**src/cltx_pkg.sv**
```systemverilog
package cltx_pkg;

  localparam int unsigned CLTX_LANES     = 2;
  localparam int unsigned CLTX_BYTE_W    = 8;
  localparam int unsigned CLTX_WORD_B    = 4;
  localparam int unsigned CLTX_LANE_W    = CLTX_BYTE_W * CLTX_WORD_B;
  localparam int unsigned CLTX_POS_W     = 16;
  localparam int unsigned CLTX_DEF_F     = 8;
  localparam int unsigned CLTX_DEF_K     = 4;
  localparam int unsigned CLTX_BUF_DEPTH = 2;
  localparam int unsigned CLTX_SYNC_FF   = 2;

  localparam logic [1:0]  CLTX_IDX_LAST  = 2'h3;
  localparam logic [1:0]  CLTX_IDX_FIRST = 2'h0;
  localparam logic [1:0]  CLTX_CNT_ZERO  = 2'h0;
  localparam logic [1:0]  CLTX_CNT_ONE   = 2'h1;
  localparam logic [1:0]  CLTX_CNT_FULL  = 2'h2;
  localparam logic [CLTX_POS_W-1:0] CLTX_POS_ZERO = 16'h0000;

  typedef struct packed {
    logic [CLTX_LANES-1:0][CLTX_LANE_W-1:0] lane;
    logic [CLTX_WORD_B-1:0]                 fmark;
    logic [CLTX_WORD_B-1:0]                 mmark;
  } cltx_beat_t;

  typedef struct packed {
    logic [CLTX_LANES-1:0][CLTX_BYTE_W-1:0] lane;
    logic                                   frame_first;
    logic                                   mf_first;
  } cltx_octet_t;

endpackage

```
**src/cltx_user_port.sv**
```systemverilog
`timescale 1ns/1ps
`default_nettype none

module cltx_user_port
  import cltx_pkg::*;
#(
  parameter int unsigned OCTETS_PER_FRAME = CLTX_DEF_F,
  parameter int unsigned FRAMES_PER_MF    = CLTX_DEF_K
) (
  input  wire logic                                clock_in,
  input  wire logic                                rst_n_in,
  input  wire logic [CLTX_LANES*CLTX_LANE_W-1:0]   tx_data_in,
  input  wire logic                                sync_req_n_in,
  input  wire logic                                octet_ready_in,
  output logic                                     tx_ready_out,
  output logic                                     stream_rst_n_out,
  output logic [CLTX_WORD_B-1:0]                   frame_first_byte_marker_out,
  output logic [CLTX_WORD_B-1:0]                   multiframe_first_byte_marker_out,
  output logic [CLTX_LANES*CLTX_BYTE_W-1:0]        octet_data_out,
  output logic                                     octet_valid_out,
  output logic                                     octet_frame_first_out,
  output logic                                     octet_mf_first_out
);

  localparam int unsigned MF_OCTETS = OCTETS_PER_FRAME * FRAMES_PER_MF;
  localparam logic [CLTX_POS_W-1:0] F_LEN  = CLTX_POS_W'(OCTETS_PER_FRAME);
  localparam logic [CLTX_POS_W-1:0] MF_LEN = CLTX_POS_W'(MF_OCTETS);
  localparam logic [CLTX_POS_W-1:0] STEP   = CLTX_POS_W'(CLTX_WORD_B);

  // Sync request from the far converter, two flops before use
  logic [CLTX_SYNC_FF-1:0] sync_meta_q;
  logic                    link_up;

  always_ff @(posedge clock_in) begin
    if (!rst_n_in) begin
      sync_meta_q <= '0;
    end else begin
      sync_meta_q <= {sync_meta_q[0], sync_req_n_in};
    end
  end

  assign link_up = sync_meta_q[1];

  // Stream reset towards user logic
  logic stream_rst_n_q;

  always_ff @(posedge clock_in) begin
    if (!rst_n_in) begin
      stream_rst_n_q <= 1'b0;
    end else begin
      stream_rst_n_q <= 1'b1;
    end
  end

  // Two-entry buffer
  cltx_beat_t       buf_q [CLTX_BUF_DEPTH];
  logic             wr_ptr_q;
  logic             rd_ptr_q;
  logic [1:0]       cnt_q;
  logic [1:0]       cnt_d;
  logic             ready_q;
  logic             ready_d;
  logic             push;
  logic             pop;
  cltx_beat_t       push_beat;

  // Octet serializer state
  cltx_beat_t       word_q;
  logic             busy_q;
  logic [1:0]       idx_q;
  logic             ser_last;
  logic             ser_free;
  logic             ser_step;
  logic             buf_empty;
  logic             buf_room;
  logic             link_ok;

  assign ser_step = busy_q && octet_ready_in;
  assign ser_last = ser_step && (idx_q == CLTX_IDX_LAST);
  assign ser_free = !busy_q || ser_last;
  // No valid on this port: every ready cycle carries a word
  assign push     = ready_q;
  // Refill the serializer in the cycle its last octet leaves
  assign pop      = !buf_empty && ser_free;

  assign cnt_d = (push && !pop) ? cnt_q + CLTX_CNT_ONE :
                 (pop && !push) ? cnt_q - CLTX_CNT_ONE : cnt_q;

  assign buf_empty = (cnt_q == CLTX_CNT_ZERO);
  assign buf_room  = (cnt_d < CLTX_CNT_FULL);
  assign link_ok   = link_up && stream_rst_n_q;

  // Ready only with link up and a free slot after this cycle
  assign ready_d = link_ok && buf_room;

  // Octet positions of byte 0 of the word now being offered
  logic [CLTX_POS_W-1:0] fpos_q;
  logic [CLTX_POS_W-1:0] mpos_q;
  logic [CLTX_POS_W-1:0] fpos_d;
  logic [CLTX_POS_W-1:0] mpos_d;
  logic [CLTX_POS_W-1:0] fpos_nx;
  logic [CLTX_POS_W-1:0] mpos_nx;
  logic [CLTX_WORD_B-1:0] fmark_d;
  logic [CLTX_WORD_B-1:0] mmark_d;
  logic [CLTX_WORD_B-1:0] fmark_q;
  logic [CLTX_WORD_B-1:0] mmark_q;
  logic [CLTX_POS_W-1:0] fpos_inc;
  logic [CLTX_POS_W-1:0] mpos_inc;
  logic [CLTX_POS_W-1:0] fpos_nx_inc;
  logic [CLTX_POS_W-1:0] mpos_nx_inc;

  assign fpos_inc    = CLTX_POS_W'((fpos_q + STEP) % F_LEN);
  assign mpos_inc    = CLTX_POS_W'((mpos_q + STEP) % MF_LEN);
  assign fpos_nx_inc = CLTX_POS_W'((fpos_d + STEP) % F_LEN);
  assign mpos_nx_inc = CLTX_POS_W'((mpos_d + STEP) % MF_LEN);

  // Sync loss restarts frame and multiframe at byte 0
  assign fpos_d  = !link_up ? CLTX_POS_ZERO :
                   push ? fpos_inc : fpos_q;
  assign mpos_d  = !link_up ? CLTX_POS_ZERO :
                   push ? mpos_inc : mpos_q;
  // Position of the word offered in the cycle after next
  assign fpos_nx = ready_d ? fpos_nx_inc : fpos_d;
  assign mpos_nx = ready_d ? mpos_nx_inc : mpos_d;

  // One marker bit per byte position, shared by all lanes
  genvar gi;
  generate
    for (gi = 0; gi < CLTX_WORD_B; gi++) begin : g_mark
      assign fmark_d[gi] = (CLTX_POS_W'((fpos_nx + CLTX_POS_W'(gi)) % F_LEN)
                            == CLTX_POS_ZERO);
      assign mmark_d[gi] = (CLTX_POS_W'((mpos_nx + CLTX_POS_W'(gi)) % MF_LEN)
                            == CLTX_POS_ZERO);
    end
  endgenerate

  always_ff @(posedge clock_in) begin
    if (!rst_n_in) begin
      fpos_q <= CLTX_POS_ZERO;
      mpos_q <= CLTX_POS_ZERO;
    end else begin
      fpos_q <= fpos_d;
      mpos_q <= mpos_d;
    end
  end

  always_ff @(posedge clock_in) begin
    if (!rst_n_in) begin
      fmark_q <= '0;
    end else begin
      fmark_q <= fmark_d;
    end
  end

  always_ff @(posedge clock_in) begin
    if (!rst_n_in) begin
      mmark_q <= '0;
    end else begin
      mmark_q <= mmark_d;
    end
  end

  always_ff @(posedge clock_in) begin
    if (!rst_n_in) begin
      ready_q <= 1'b0;
    end else begin
      ready_q <= ready_d;
    end
  end

  // Markers of the current word travel with it into the buffer
  logic [CLTX_WORD_B-1:0] cur_fmark_q;
  logic [CLTX_WORD_B-1:0] cur_mmark_q;

  always_ff @(posedge clock_in) begin
    if (!rst_n_in) begin
      cur_fmark_q <= '0;
      cur_mmark_q <= '0;
    end else begin
      cur_fmark_q <= fmark_q;
      cur_mmark_q <= mmark_q;
    end
  end

  assign push_beat.lane  = tx_data_in;
  assign push_beat.fmark = cur_fmark_q;
  assign push_beat.mmark = cur_mmark_q;

  always_ff @(posedge clock_in) begin
    if (push) begin
      buf_q[wr_ptr_q] <= push_beat;
    end
  end

  always_ff @(posedge clock_in) begin
    if (!rst_n_in) begin
      wr_ptr_q <= 1'b0;
    end else begin
      wr_ptr_q <= wr_ptr_q ^ push;
    end
  end

  always_ff @(posedge clock_in) begin
    if (!rst_n_in) begin
      rd_ptr_q <= 1'b0;
    end else begin
      rd_ptr_q <= rd_ptr_q ^ pop;
    end
  end

  // Count never passes two: ready looks at the next count
  always_ff @(posedge clock_in) begin
    if (!rst_n_in) begin
      cnt_q <= CLTX_CNT_ZERO;
    end else begin
      cnt_q <= cnt_d;
    end
  end

  // Serializer: one octet per lane per accepted step
  always_ff @(posedge clock_in) begin
    if (!rst_n_in) begin
      busy_q <= 1'b0;
    end else if (pop) begin
      busy_q <= 1'b1;
    end else if (ser_last) begin
      busy_q <= 1'b0;
    end
  end

  // Byte index restarts with every loaded word
  always_ff @(posedge clock_in) begin
    if (!rst_n_in) begin
      idx_q <= CLTX_IDX_FIRST;
    end else if (pop || ser_last) begin
      idx_q <= CLTX_IDX_FIRST;
    end else if (ser_step) begin
      idx_q <= idx_q + CLTX_CNT_ONE;
    end
  end

  always_ff @(posedge clock_in) begin
    if (!rst_n_in) begin
      word_q <= '0;
    end else if (pop) begin
      word_q <= buf_q[rd_ptr_q];
    end
  end

  cltx_octet_t octet_d;
  cltx_octet_t octet_q;
  logic        octet_valid_q;

  generate
    for (gi = 0; gi < CLTX_LANES; gi++) begin : g_lane
      assign octet_d.lane[gi] = word_q.lane[gi][idx_q*CLTX_BYTE_W +: CLTX_BYTE_W];
    end
  endgenerate

  assign octet_d.frame_first = word_q.fmark[idx_q];
  assign octet_d.mf_first    = word_q.mmark[idx_q];

  always_ff @(posedge clock_in) begin
    if (!rst_n_in) begin
      octet_valid_q <= 1'b0;
    end else begin
      octet_valid_q <= ser_step;
    end
  end

  // Octet and its flags stand until the next valid
  always_ff @(posedge clock_in) begin
    if (!rst_n_in) begin
      octet_q <= '0;
    end else if (ser_step) begin
      octet_q <= octet_d;
    end
  end

  assign tx_ready_out                     = ready_q;
  assign stream_rst_n_out                 = stream_rst_n_q;
  assign frame_first_byte_marker_out      = fmark_q;
  assign multiframe_first_byte_marker_out = mmark_q;
  assign octet_data_out                   = octet_q.lane;
  assign octet_valid_out                  = octet_valid_q;
  assign octet_frame_first_out            = octet_q.frame_first;
  assign octet_mf_first_out               = octet_q.mf_first;

endmodule

`default_nettype wire

```
**config.mk**
```make
export PLATFORM = sky130hd
export DESIGN_NAME = cltx_user_port
export DESIGN_NICKNAME = d
export VERILOG_FILES = /design/src/cltx_pkg.sv /design/src/cltx_user_port.sv
export SDC_FILE = /design/constraint.sdc
export NUM_CORES = 1
export LEC_CHECK = 0
export ABC_AREA = 1
export BUFFER_PORTS_ARGS = -buffer_cell sky130_fd_sc_hd__buf_4
export CORE_MARGIN = 1
export CORE_UTILIZATION = 40
export DETAILED_ROUTE_END_ITERATION = 16
export PLACE_DENSITY = 0.7
export SYNTH_ARGS = -nofsm -noshare
export SYNTH_HDL_FRONTEND = slang
export SYNTH_SLANG_ARGS = --single-unit
```
**constraint.sdc**
```tcl
create_clock -name clock_in -period 3.3 [get_ports clock_in]
set_input_delay 0 -clock clock_in [delete_from_list [all_inputs] [get_ports clock_in]]
set_output_delay 0 -clock clock_in [all_outputs]
set_load 0.005 [all_outputs]
```
# ---- After elaboration in Yosys (flattened, before gate mapping)
# Memory sizes are Yosys's and may differ from the RTL's. A register that Yosys moved wholly into a read port is not among the register bits.
# Index checks and enable logic that the tools add are counted.
dict set report totals {
  ff_bits 78
  ramBits 144
  inputBits 68
  n_memories 1
}
dict set report classes {
  bitwise_logic 3
  eq_ne 1
  n_lt_le_gt_ge 2
  n_mux 17
  reduce_logical 25
  shift 2
  add_sub_neg 13
}
# memory depth word_bits rd rd_clocked_by_memory_dff wr line_no
set memory_table {}
lappend memory_table {buf_q 2 72 1 1 1 cltx_user_port.sv:56} ;# cltx_beat_t buf_q [CLTX_BUF_DEPTH];
# op count
set ops {}
lappend ops {{zero test 16 bit} 8}
lappend ops {{2-to-1 mux 16 bit} 4}
lappend ops {{variable part select 32 x 6 -> 8 bit} 2}
lappend ops {{adder 5 x 2 -> 5 bit (second input constant)} 2}
lappend ops {{adder 5 x 3 -> 5 bit (second input constant)} 2}
lappend ops {{logical AND 1 bit} 7}
lappend ops {{2-to-1 mux 1 bit} 7}
lappend ops {{adder 3 x 2 -> 3 bit (second input constant)} 2}
lappend ops {{adder 3 bit (second input constant)} 2}
lappend ops {{adder 5 x 1 -> 5 bit (second input constant)} 1}
lappend ops {{zero test 1 bit} 5}
lappend ops {{2-to-1 mux 5 bit} 1}
lappend ops {{adder 2 x 1 -> 2 bit (second input constant)} 2}
lappend ops {{binary-select mux 1 bit (select 2 bit)} 2}
lappend ops {{2-to-1 mux 2 bit} 2}
lappend ops {{adder 3 x 1 -> 3 bit (second input constant)} 1}
lappend ops {{< comparator 2 x 3 -> 1 bit (second input constant)} 1}
lappend ops {{2-to-1 mux 3 bit} 1}
lappend ops {{== test 2 bit (second input constant)} 1}
lappend ops {{zero test 2 bit} 1}
lappend ops {{logical OR 1 bit} 2}
lappend ops {{< comparator 2 bit (second input constant)} 1}
lappend ops {{nonzero test 2 bit} 1}
lappend ops {{OR reduction 2 bit} 1}
lappend ops {{other kinds (3)} 4}

# ---- Depth between registers and ports, before layout
# Gate-level depths: netlist of the first run.
dict set report depth {
  ltp_word 12
  ltp_mapped 22
}

# ---- Worst setup path after synthesis of the first run
# No wires, ideal clock.
dict set report synth_timing {
  kind {flip-flop to flip-flop}
  from {register ready_q (netlist: tx_ready_out)}
  to {memory buf_q[0][0] (netlist name), enable pin}
  t_arrival_ns 2.177
  t_required_ns 2.862
  setup_slack_ns 0.685
  stages_incl_launch_ff 2
  path_cell_list {dfxtp_1 > ha_1}
}
dict set report synth_between {
  elab_chain_len 2
}
# item line_no
set synth_rtl {}
lappend synth_rtl {{from (decl)} cltx_user_port.sv:61} ;# logic ready_q;
lappend synth_rtl {{from (signal assigned)} cltx_user_port.sv:167} ;# ready_q <= ready_d;
lappend synth_rtl {{2-to-1 mux 1 bit} cltx_user_port.sv:190} ;# if (push) begin
lappend synth_rtl {{2-to-1 mux 1 bit (not written as such)} cltx_user_port.sv:191} ;# buf_q[wr_ptr_q] <= push_beat;
lappend synth_rtl {{to (decl)} cltx_user_port.sv:56}
# No other way between the ends.

# ---- Final worst setup path of the first run
dict set report layout_timing {
  from {register idx_q[0]}
  to {register mmark_q[3] (netlist: multiframe_first_byte_marker_out[3])}
}
dict set report layout_between {
  elab_chain_len 12
  elab_cells_between_ends 14
  cone_classes {1 x add/sub; 1 x order compare; 1 x eq/ne; 3 x mux; 8 x reduce/logical}
}
# item line_no
set layout_rtl {}
lappend layout_rtl {{from (decl)} cltx_user_port.sv:70} ;# logic [1:0] idx_q;
lappend layout_rtl {{from (signal assigned)} cltx_user_port.sv:238} ;# idx_q <= idx_q + CLTX_CNT_ONE;
lappend layout_rtl {{== test 2 bit *} cltx_user_port.sv:79} ;# assign ser_last = ser_step && (idx_q == CLTX_IDX_LAST);
lappend layout_rtl {{logical AND 1 bit *} cltx_user_port.sv:79}
lappend layout_rtl {{logical OR 1 bit *} cltx_user_port.sv:80} ;# assign ser_free = !busy_q || ser_last;
lappend layout_rtl {{logical AND 1 bit *} cltx_user_port.sv:84} ;# assign pop = !buf_empty && ser_free;
lappend layout_rtl {{logical AND 1 bit or zero test 1 bit (tied branches)} {cltx_user_port.sv:87, cltx_user_port.sv:86}}
lappend layout_rtl {{2-to-1 mux 2 bit or logical AND 1 bit (tied branches)} {cltx_user_port.sv:87, cltx_user_port.sv:86}}
lappend layout_rtl {{2-to-1 mux 2 bit *} cltx_user_port.sv:86} ;# assign cnt_d = (push && !pop) ? cnt_q + CLTX_CNT_ONE :
lappend layout_rtl {{< comparator 2 bit *} cltx_user_port.sv:90} ;# assign buf_room = (cnt_d < CLTX_CNT_FULL);
lappend layout_rtl {{logical AND 1 bit *} cltx_user_port.sv:94} ;# assign ready_d = link_ok && buf_room;
lappend layout_rtl {{2-to-1 mux 5 bit *} cltx_user_port.sv:124} ;# assign mpos_nx = ready_d ? mpos_nx_inc : mpos_d;
lappend layout_rtl {{adder 5 x 2 -> 5 bit *} cltx_user_port.sv:132} ;# assign mmark_d[gi] = (CLTX_POS_W'((mpos_nx + CLTX_POS_W'(gi)) % MF_LEN)
lappend layout_rtl {{zero test 16 bit *} cltx_user_port.sv:132}
lappend layout_rtl {{to (signal assigned)} cltx_user_port.sv:159} ;# mmark_q <= mmark_d;
lappend layout_rtl {{to (decl)} cltx_user_port.sv:106} ;# logic [CLTX_WORD_B-1:0] mmark_q;
# Mark *: on every way between the ends. The rest lies on a longest branch, timed or not.
# A chain may end at the register's enable or synchronous reset.

==> flow_metrics.py, run 1 <==
metrics = {
    "run_status": {
        "status": "completed",
    },
    "cts": {
        "cts_root_buffer": "clkbuf_16",
        "cts_max_path_buffers": 3,
        "clkLatencyLatePin_ps": 540,
        "h-tree-depth": 1,
        "numCtsBuffers": 28,
        "numClockSinks": 270,
        "cts_tree": "yes",
        "clkTransAtPathRegs_ps": 60,
    },
    "die": {
        "core_um2": 24500,
        "start_util_pct": 41.2,
        "die_area_um2": 25900,
        "die_w_um": 161,
        "die_h_um": 161,
        "std_cell_rows": 57,
        "io_pins": 97,
    },
    "setup_path": {
        "cpPeakStageDelay_ps": 340,
        "crit_type": "register to register",
        "worst_setup_path_end_kind": "register",
        "crit_path_start_kind": "register",
        "crit_chain": "ha_1 > nand3_1 > nand2_1 > inv_2 > nor2_4 > inv_1 > ha_1 > inv_1 > nand3_2 > nand3_4 > nand2_1 > nand2_2 > ha_1 > inv_1 > o21ai_0 > inv_1 > nand2_1 > nand2_1 > nand3_1 > nor2_1",
        "reg2reg_slack_ps": 730,
        "cp.required_ps": 3730,
        "path_buf_inv": 5,
        "crit_fanout": 8,
        "arrival_ps": 3000,
        "cp_top_family": "simple AND/OR/NAND/NOR gates",
        "cp_slowest_cell": "dfxtp_1",
    },
    "routing": {
        "viasPerCell": 4.99,
        "remaining_drc_errors": 0,
        "routedWlPerCell_um": 15.7,
        "firstDrtPassIters": 4,
        "vias": 7201,
        "drtIter0Drc": 405,
        "wl_mm": 22.7,
        "antenna_left": 0,
    },
    "power_and_ir_drop": {
        "power_leakage_nw": 5.06,
        "ir_drop_mv": 0.462,
        "p_per_area_nw_per_um2": 709,
    },
    "place": {
        "port-buffer-count": 96,
        "place_hpwl_mm": 13.3,
        "gp_congestion": 0.808,
    },
    "synthesis": {
        "synth.most_common_cell": "nand2_1",
        "yosysSeqAreaShare_pct": 67.7,
        "yosysTopAreaCell": "edfxtp_1",
        "synth_cell_types": 32,
        "synth_top_area_share_pct": 42.7,
        "synthTopCellsByArea": "edfxtp_1, dfxtp_1, nand2_1",
        "syn-num-nets": 1027,
        "synthTopCellsByCount": "nand2_1, edfxtp_1, dfxtp_1",
        "avgSynthCellArea_um2": 10.7,
        "ys_warn_count": 0,
        "synth.cell_area_um2": 10100,
        "ys_ff_latch": 270,
        "synth-edff-count": 144,
        "synth_cells": 949,
        "async_flop_share_pct": 0,
        "ys.flop_type": "edfxtp_1",
    },
    "global_routing": {
        "grt_max_degree": 81,
        "gr-usage-all-layers_pct": 17.6,
        "gr-total-overflow": 0,
        "grt_pass1_wl_mm": 36.4,
        "grt_pass1_vias": 7100,
        "antenna_found_initial": 1,
    },
    "cells_and_area": {
        "drive_above_1_share_pct": 15.5,
        "syn_to_final_growth_pct": 26.2,
        "final_nets": 1175,
        "post-route-util_pct": 52.0,
    },
    "timing": {
        "worst-slew-pin-transition_ps": 936,
        "relSlewSlack_pct": 37.5,
        "final.setup_skew_ps": 23.9,
        "max_freq_mhz": 388,
        "period_minus_slack_ps": 2570,
        "period_share_pct": 78.0,
        "final.setup.tns_ps": 0,
        "maxSlewViolCount": 0,
        "setup_viol": 0,
        "rsz0062_at_grt": "false",
        "finalHoldViolCount": 0,
    },
    "worst_hold_path": {
        "hold_class": "primary input to register",
    },
    "run": {
        "maxCapViolations": 0,
    },
}
## worst reg2reg max path, stage by stage, from the launching register on
cell,delay (ps)
dfxtp_1,340
ha_1,160
nand3_1,100
nand2_1,110
inv_2,50
nor2_4,110
inv_1,70
ha_1,230
inv_1,80
nand3_2,150
nand3_4,140
nand2_1,80
nand2_2,130
ha_1,160
inv_1,40
o21ai_0,240
inv_1,70
nand2_1,70
nand2_1,40
nand3_1,70
nor2_1,40
## path summary, 6_finish.rpt
kind,start,endpoint,depth (start not counted)
max,idx_q[0],multiframe_first_byte_marker_out[3],20
min,tx_data_in[42],buf_q[0][50],2
max reg2reg,idx_q[0],multiframe_first_byte_marker_out[3],20
min reg2reg,fpos_q[1],frame_first_byte_marker_out[3],1
## power by group
group	leakage, nW	switching [W]	internal, W	total (W)
clock network	0.481	0.00124	0.00203	0.00327
registers	2.33	0.000236	0.00394	0.00418
logic	2.25	0.000986	0.000608	0.00159
total	5.06	0.00246	0.00658	0.00905
## per-layer routing
metal	part of all wire (%)	vias to the layer above	global-route usage, %
met5	0	-	0
met4	2.1	0	5.23
met3	4.0	34	2.80
met2	51	158	31.6
met1	43	3425	21.8
li1	-	3584	-
## cell type report
| cell class | instances | area [um2] |
|---|---|---|
| well taps | 324 | 405 |
| inverters | 74 | 279 |
| clock inverters | 8 | 119 |
| diodes | 1 | 2.50 |
| flip-flops and latches | 270 | 6850 |
| repair buffers | 178 | 1530 |
| multi-input cells | 545 | 2710 |
| fillers | 2116 | 11800 |
| clock buffers | 44 | 865 |
## stage by stage
| step | instance area, um2 | total power [W] | worst slack (ps) | instances | hold slack [ps] |
|---|---|---|---|---|---|
| 6_report | 12800 | 0.00905 | 726 | 1444 | 196 |
| 5_1_grt | 12800 | 0.00951 | 457 | 1443 | 181 |
| 4_1_cts | 12800 | 0.00912 | 730 | 1443 | 177 |
| 3_5_place_dp | 11100 | 0.00578 | 743 | 1322 | 186 |
| 3_3_place_gp | 11100 | 0.00574 | 904 | 1322 | 181 |
| 2_1_floorplan | 10100 | 0.00532 | 685 | 949 | 27.7 |
## state kept, by name, summed over array words and instances (netlist names), 2 cells and up
name	cells
word_q	72
octet_data_out	16
multiframe_first_byte_marker_out	4
frame_first_byte_marker_out	4
cnt_q	2
buf_q	144
sync_meta_q	2
cur_mmark_q	4
cur_fmark_q	4
fpos_q	3
idx_q	2
mpos_q	5
## layout by cell type, fill, tap and decap left out, drive strengths merged, types with 23 or more instances in the layout
| master | netlist | routed |
|---|---|---|
| buf | 27 | 109 |
| a21oi | 23 | 23 |
| nand2 | 199 | 199 |
| inv | 71 | 72 |
| a31oi | 72 | 72 |
| nor2 | 83 | 83 |
| clkbuf | 33 | 44 |
| o21ai | 112 | 112 |
| dlygate4sd3 | 0 | 69 |
| edfxtp | 144 | 144 |
| dfxtp | 126 | 126 |
## what timing repair did
action	4_1_cts	5_1_grt
hold buffers	69	0
buffers inserted	0	0
endpoints found under the hold margin	153	0
resized for setup	0	0
## cell families after synthesis
logic type | after synthesis | synth area share (%)
buffers and inverters | 134 | 5.75
XOR/XNOR | 3 | 0.260
flip-flops | 270 | 67.7
adder cells (fa/ha/maj) | 10 | 1.24
AND/OR/NAND/NOR | 307 | 12.4
AO/OA/AOI/OAI | 225 | 12.7
(Power assumes the default switching activity.)
==> inputs of run 2 (changes only) <==
==> constraint.sdc (replaced) <==
create_clock -name clock_in -period 2.65 [get_ports clock_in]
set_input_delay 0 -clock clock_in [delete_from_list [all_inputs] [get_ports clock_in]]
set_output_delay 0 -clock clock_in [all_outputs]
set_load 0.005 [all_outputs]
==> flow_metrics.py, run 2 (synthesized netlist as in run 1, its figures left out) <==
metrics = {
    "routing": {
        "drtIter0Drc": 530,
        "wl_met2_mm": 11.1,
        "remaining_drc_errors": 0,
        "antenna_left": 0,
        "wl_mm": 22.7,
        "viasPerCell": 5.03,
        "routedWlPerCell_um": 15.6,
        "wl_met1_mm": 9.81,
        "wl_met3_mm": 1.25,
        "firstDrtPassIters": 8,
        "vias": 7309,
        "routed.top_layer": "met4",
    },
    "cells_and_area": {
        "syn_to_final_growth_pct": 26.3,
        "stdcell_area_um2": 12800,
        "final_nets": 1184,
        "drive_above_1_share_pct": 16.4,
        "top_register": "buf_q",
        "final_cell_mix": "nand2_1, edfxtp_1, dfxtp_1, buf_4, nor2_1",
        "layout_commonest_cell": "nand2_1",
        "final_cell_count_no_fill": 1454,
        "largest_reg_flops": 144,
    },
    "setup_path": {
        "reg2reg_slack_ps": 180,
        "arrival_ps": 2900,
        "crit_fanout": 8,
        "worst_setup_path_end_kind": "register",
        "crit_chain": "ha_1 > nand3_1 > nand2_2 > inv_2 > nor2_4 > inv_1 > ha_1 > inv_1 > nand3_4 > nand3_4 > nand2_1 > nand2_2 > ha_2 > inv_1 > o21ai_1 > inv_1 > nand2_1 > nand2_1 > nand3_1 > nor2_1",
        "cp_slowest_cell": "dfxtp_1",
        "cp.required_ps": 3080,
        "r2r-start": "idx_q[1]",
        "crit_type": "register to register",
        "cpPeakStageDelay_ps": 330,
        "reg2reg_to": "multiframe_first_byte_marker_out[3]",
        "crit_path_start_kind": "register",
        "cpMostUsedCell": "inv_1",
        "reg2reg_depth": 20,
    },
    "power_and_ir_drop": {
        "p_int_w": 0.00793,
        "p_sw_share_pct": 28.3,
        "ir_drop_mv": 0.579,
        "power_leakage_nw": 5.07,
        "netSwitchingPower_w": 0.00313,
        "seq_power_share_pct": 47.3,
        "p_per_area_nw_per_um2": 866,
        "power_frac_comb_pct": 18.0,
        "clkPwrFrac_pct": 34.7,
    },
    "run": {
        "maxCapViolations": 0,
    },
    "cts": {
        "cts_tree": "yes",
        "numCtsBuffers": 29,
        "numClockSinks": 270,
        "h-tree-depth": 1,
        "cts_max_path_buffers": 3,
        "clkTransAtPathRegs_ps": 60,
        "clkLatencyLatePin_ps": 560,
        "cts_root_buffer": "clkbuf_16",
    },
    "worst_hold_path": {
        "hold_depth": 2,
        "min-delay-start": "tx_data_in[15]",
        "hold_class": "primary input to register",
        "min_to": "buf_q[1][23]",
    },
    "global_routing": {
        "gr-total-overflow": 0,
        "grt_max_degree": 111,
        "gr-usage-all-layers_pct": 17.8,
        "grt_pass1_vias": 7174,
        "antenna_found_initial": 1,
        "grt_pass1_wl_mm": 36.7,
    },
    "place": {
        "gp_congestion": 0.852,
        "place_hpwl_mm": 13.6,
        "place_area_um2": 11200,
        "dp.cells": 1330,
        "port-buffer-count": 96,
    },
    "timing": {
        "holdWs_ps": 171,
        "period_share_pct": 93.3,
        "final.setup.tns_ps": 0,
        "final.setup_skew_ps": 24.1,
        "max_freq_mhz": 405,
        "finalHoldViolCount": 0,
        "worst-slew-pin-transition_ps": 1060,
        "relSlewSlack_pct": 29.5,
        "setup_viol": 0,
        "maxSlewViolCount": 0,
        "period_minus_slack_ps": 2470,
    },
    "die": {
        "start_util_pct": 41.2,
        "core_um2": 24500,
        "die_h_um": 161,
        "io_pins": 97,
        "die_w_um": 161,
        "die_area_um2": 25900,
        "std_cell_rows": 57,
    },
    "run_status": {
        "status": "completed",
    },
}
[run 2: cell type report]
class	instances	area, um2
Multi-Input combinational cell	545	2730
Clock inverter	12	136
Fill cell	2134	11800
Clock buffer	42	774
Antenna cell	1	2.50
Tap cell	324	405
Inverter	74	279
Timing Repair Buffer	186	1600
Sequential cell	270	6850
[run 2: metal layers]
layer  vias up  track usage (%)
li1       3599                -
met1      3440             22.8
met2       221             30.7
met3        49             2.47
met4         0             6.43
met5         -                0
[run 2: power groups by stage]
stage / registers [W] / logic, W / clock network [W]
2_1_floorplan: 0.00518 / 0.00144 / 0
3_3_place_gp: 0.00531 / 0.00185 / 0
3_5_place_dp: 0.00531 / 0.00190 / 0
4_1_cts: 0.00523 / 0.00199 / 0.00392
5_1_grt: 0.00529 / 0.00226 / 0.00409
6_report: 0.00524 / 0.00199 / 0.00384
[run 2: repair_timing]
item                       4_1_cts  5_1_grt
hold endpoints to repair       137        0
setup endpoints to repair        0        2
gates resized for setup          0        6
buffers inserted                 0        2
hold buffers                    67        0
[run 2: per-stage QoR]
step                util [%]  setup slack [ps]  power (W)
global placement        45.5               243    0.00715
detailed placement      45.5               144    0.00721
floorplan                  -              35.1    0.00662
global route            52.1             -20.8     0.0116
CTS                     51.9              84.8     0.0111
finish                  52.1               178     0.0111
[run 2: critical path, delay by kind of cell (launching register included)]
| family | cells | cell delay, ps |
|---|---|---|
| flip-flops | 1 | 330 |
| adder cells (fa/ha/maj) | 3 | 590 |
| AND/OR/NAND/NOR | 11 | 970 |
| AO/OA/AOI/OAI | 1 | 100 |
| buffers and inverters | 5 | 370 |
[run 2: worst max-delay path by stage]
| stage | endpoint | startpoint |
|---|---|---|
| 2_1_floorplan | buf_q[0][0] | tx_ready_out |
| 3_3_place_gp | multiframe_first_byte_marker_out[3] | idx_q[0] |
| 3_5_place_dp | multiframe_first_byte_marker_out[3] | idx_q[0] |
| 4_1_cts | multiframe_first_byte_marker_out[3] | idx_q[0] |
| 5_1_grt | multiframe_first_byte_marker_out[3] | idx_q[1] |
| 6_report | multiframe_first_byte_marker_out[3] | idx_q[1] |
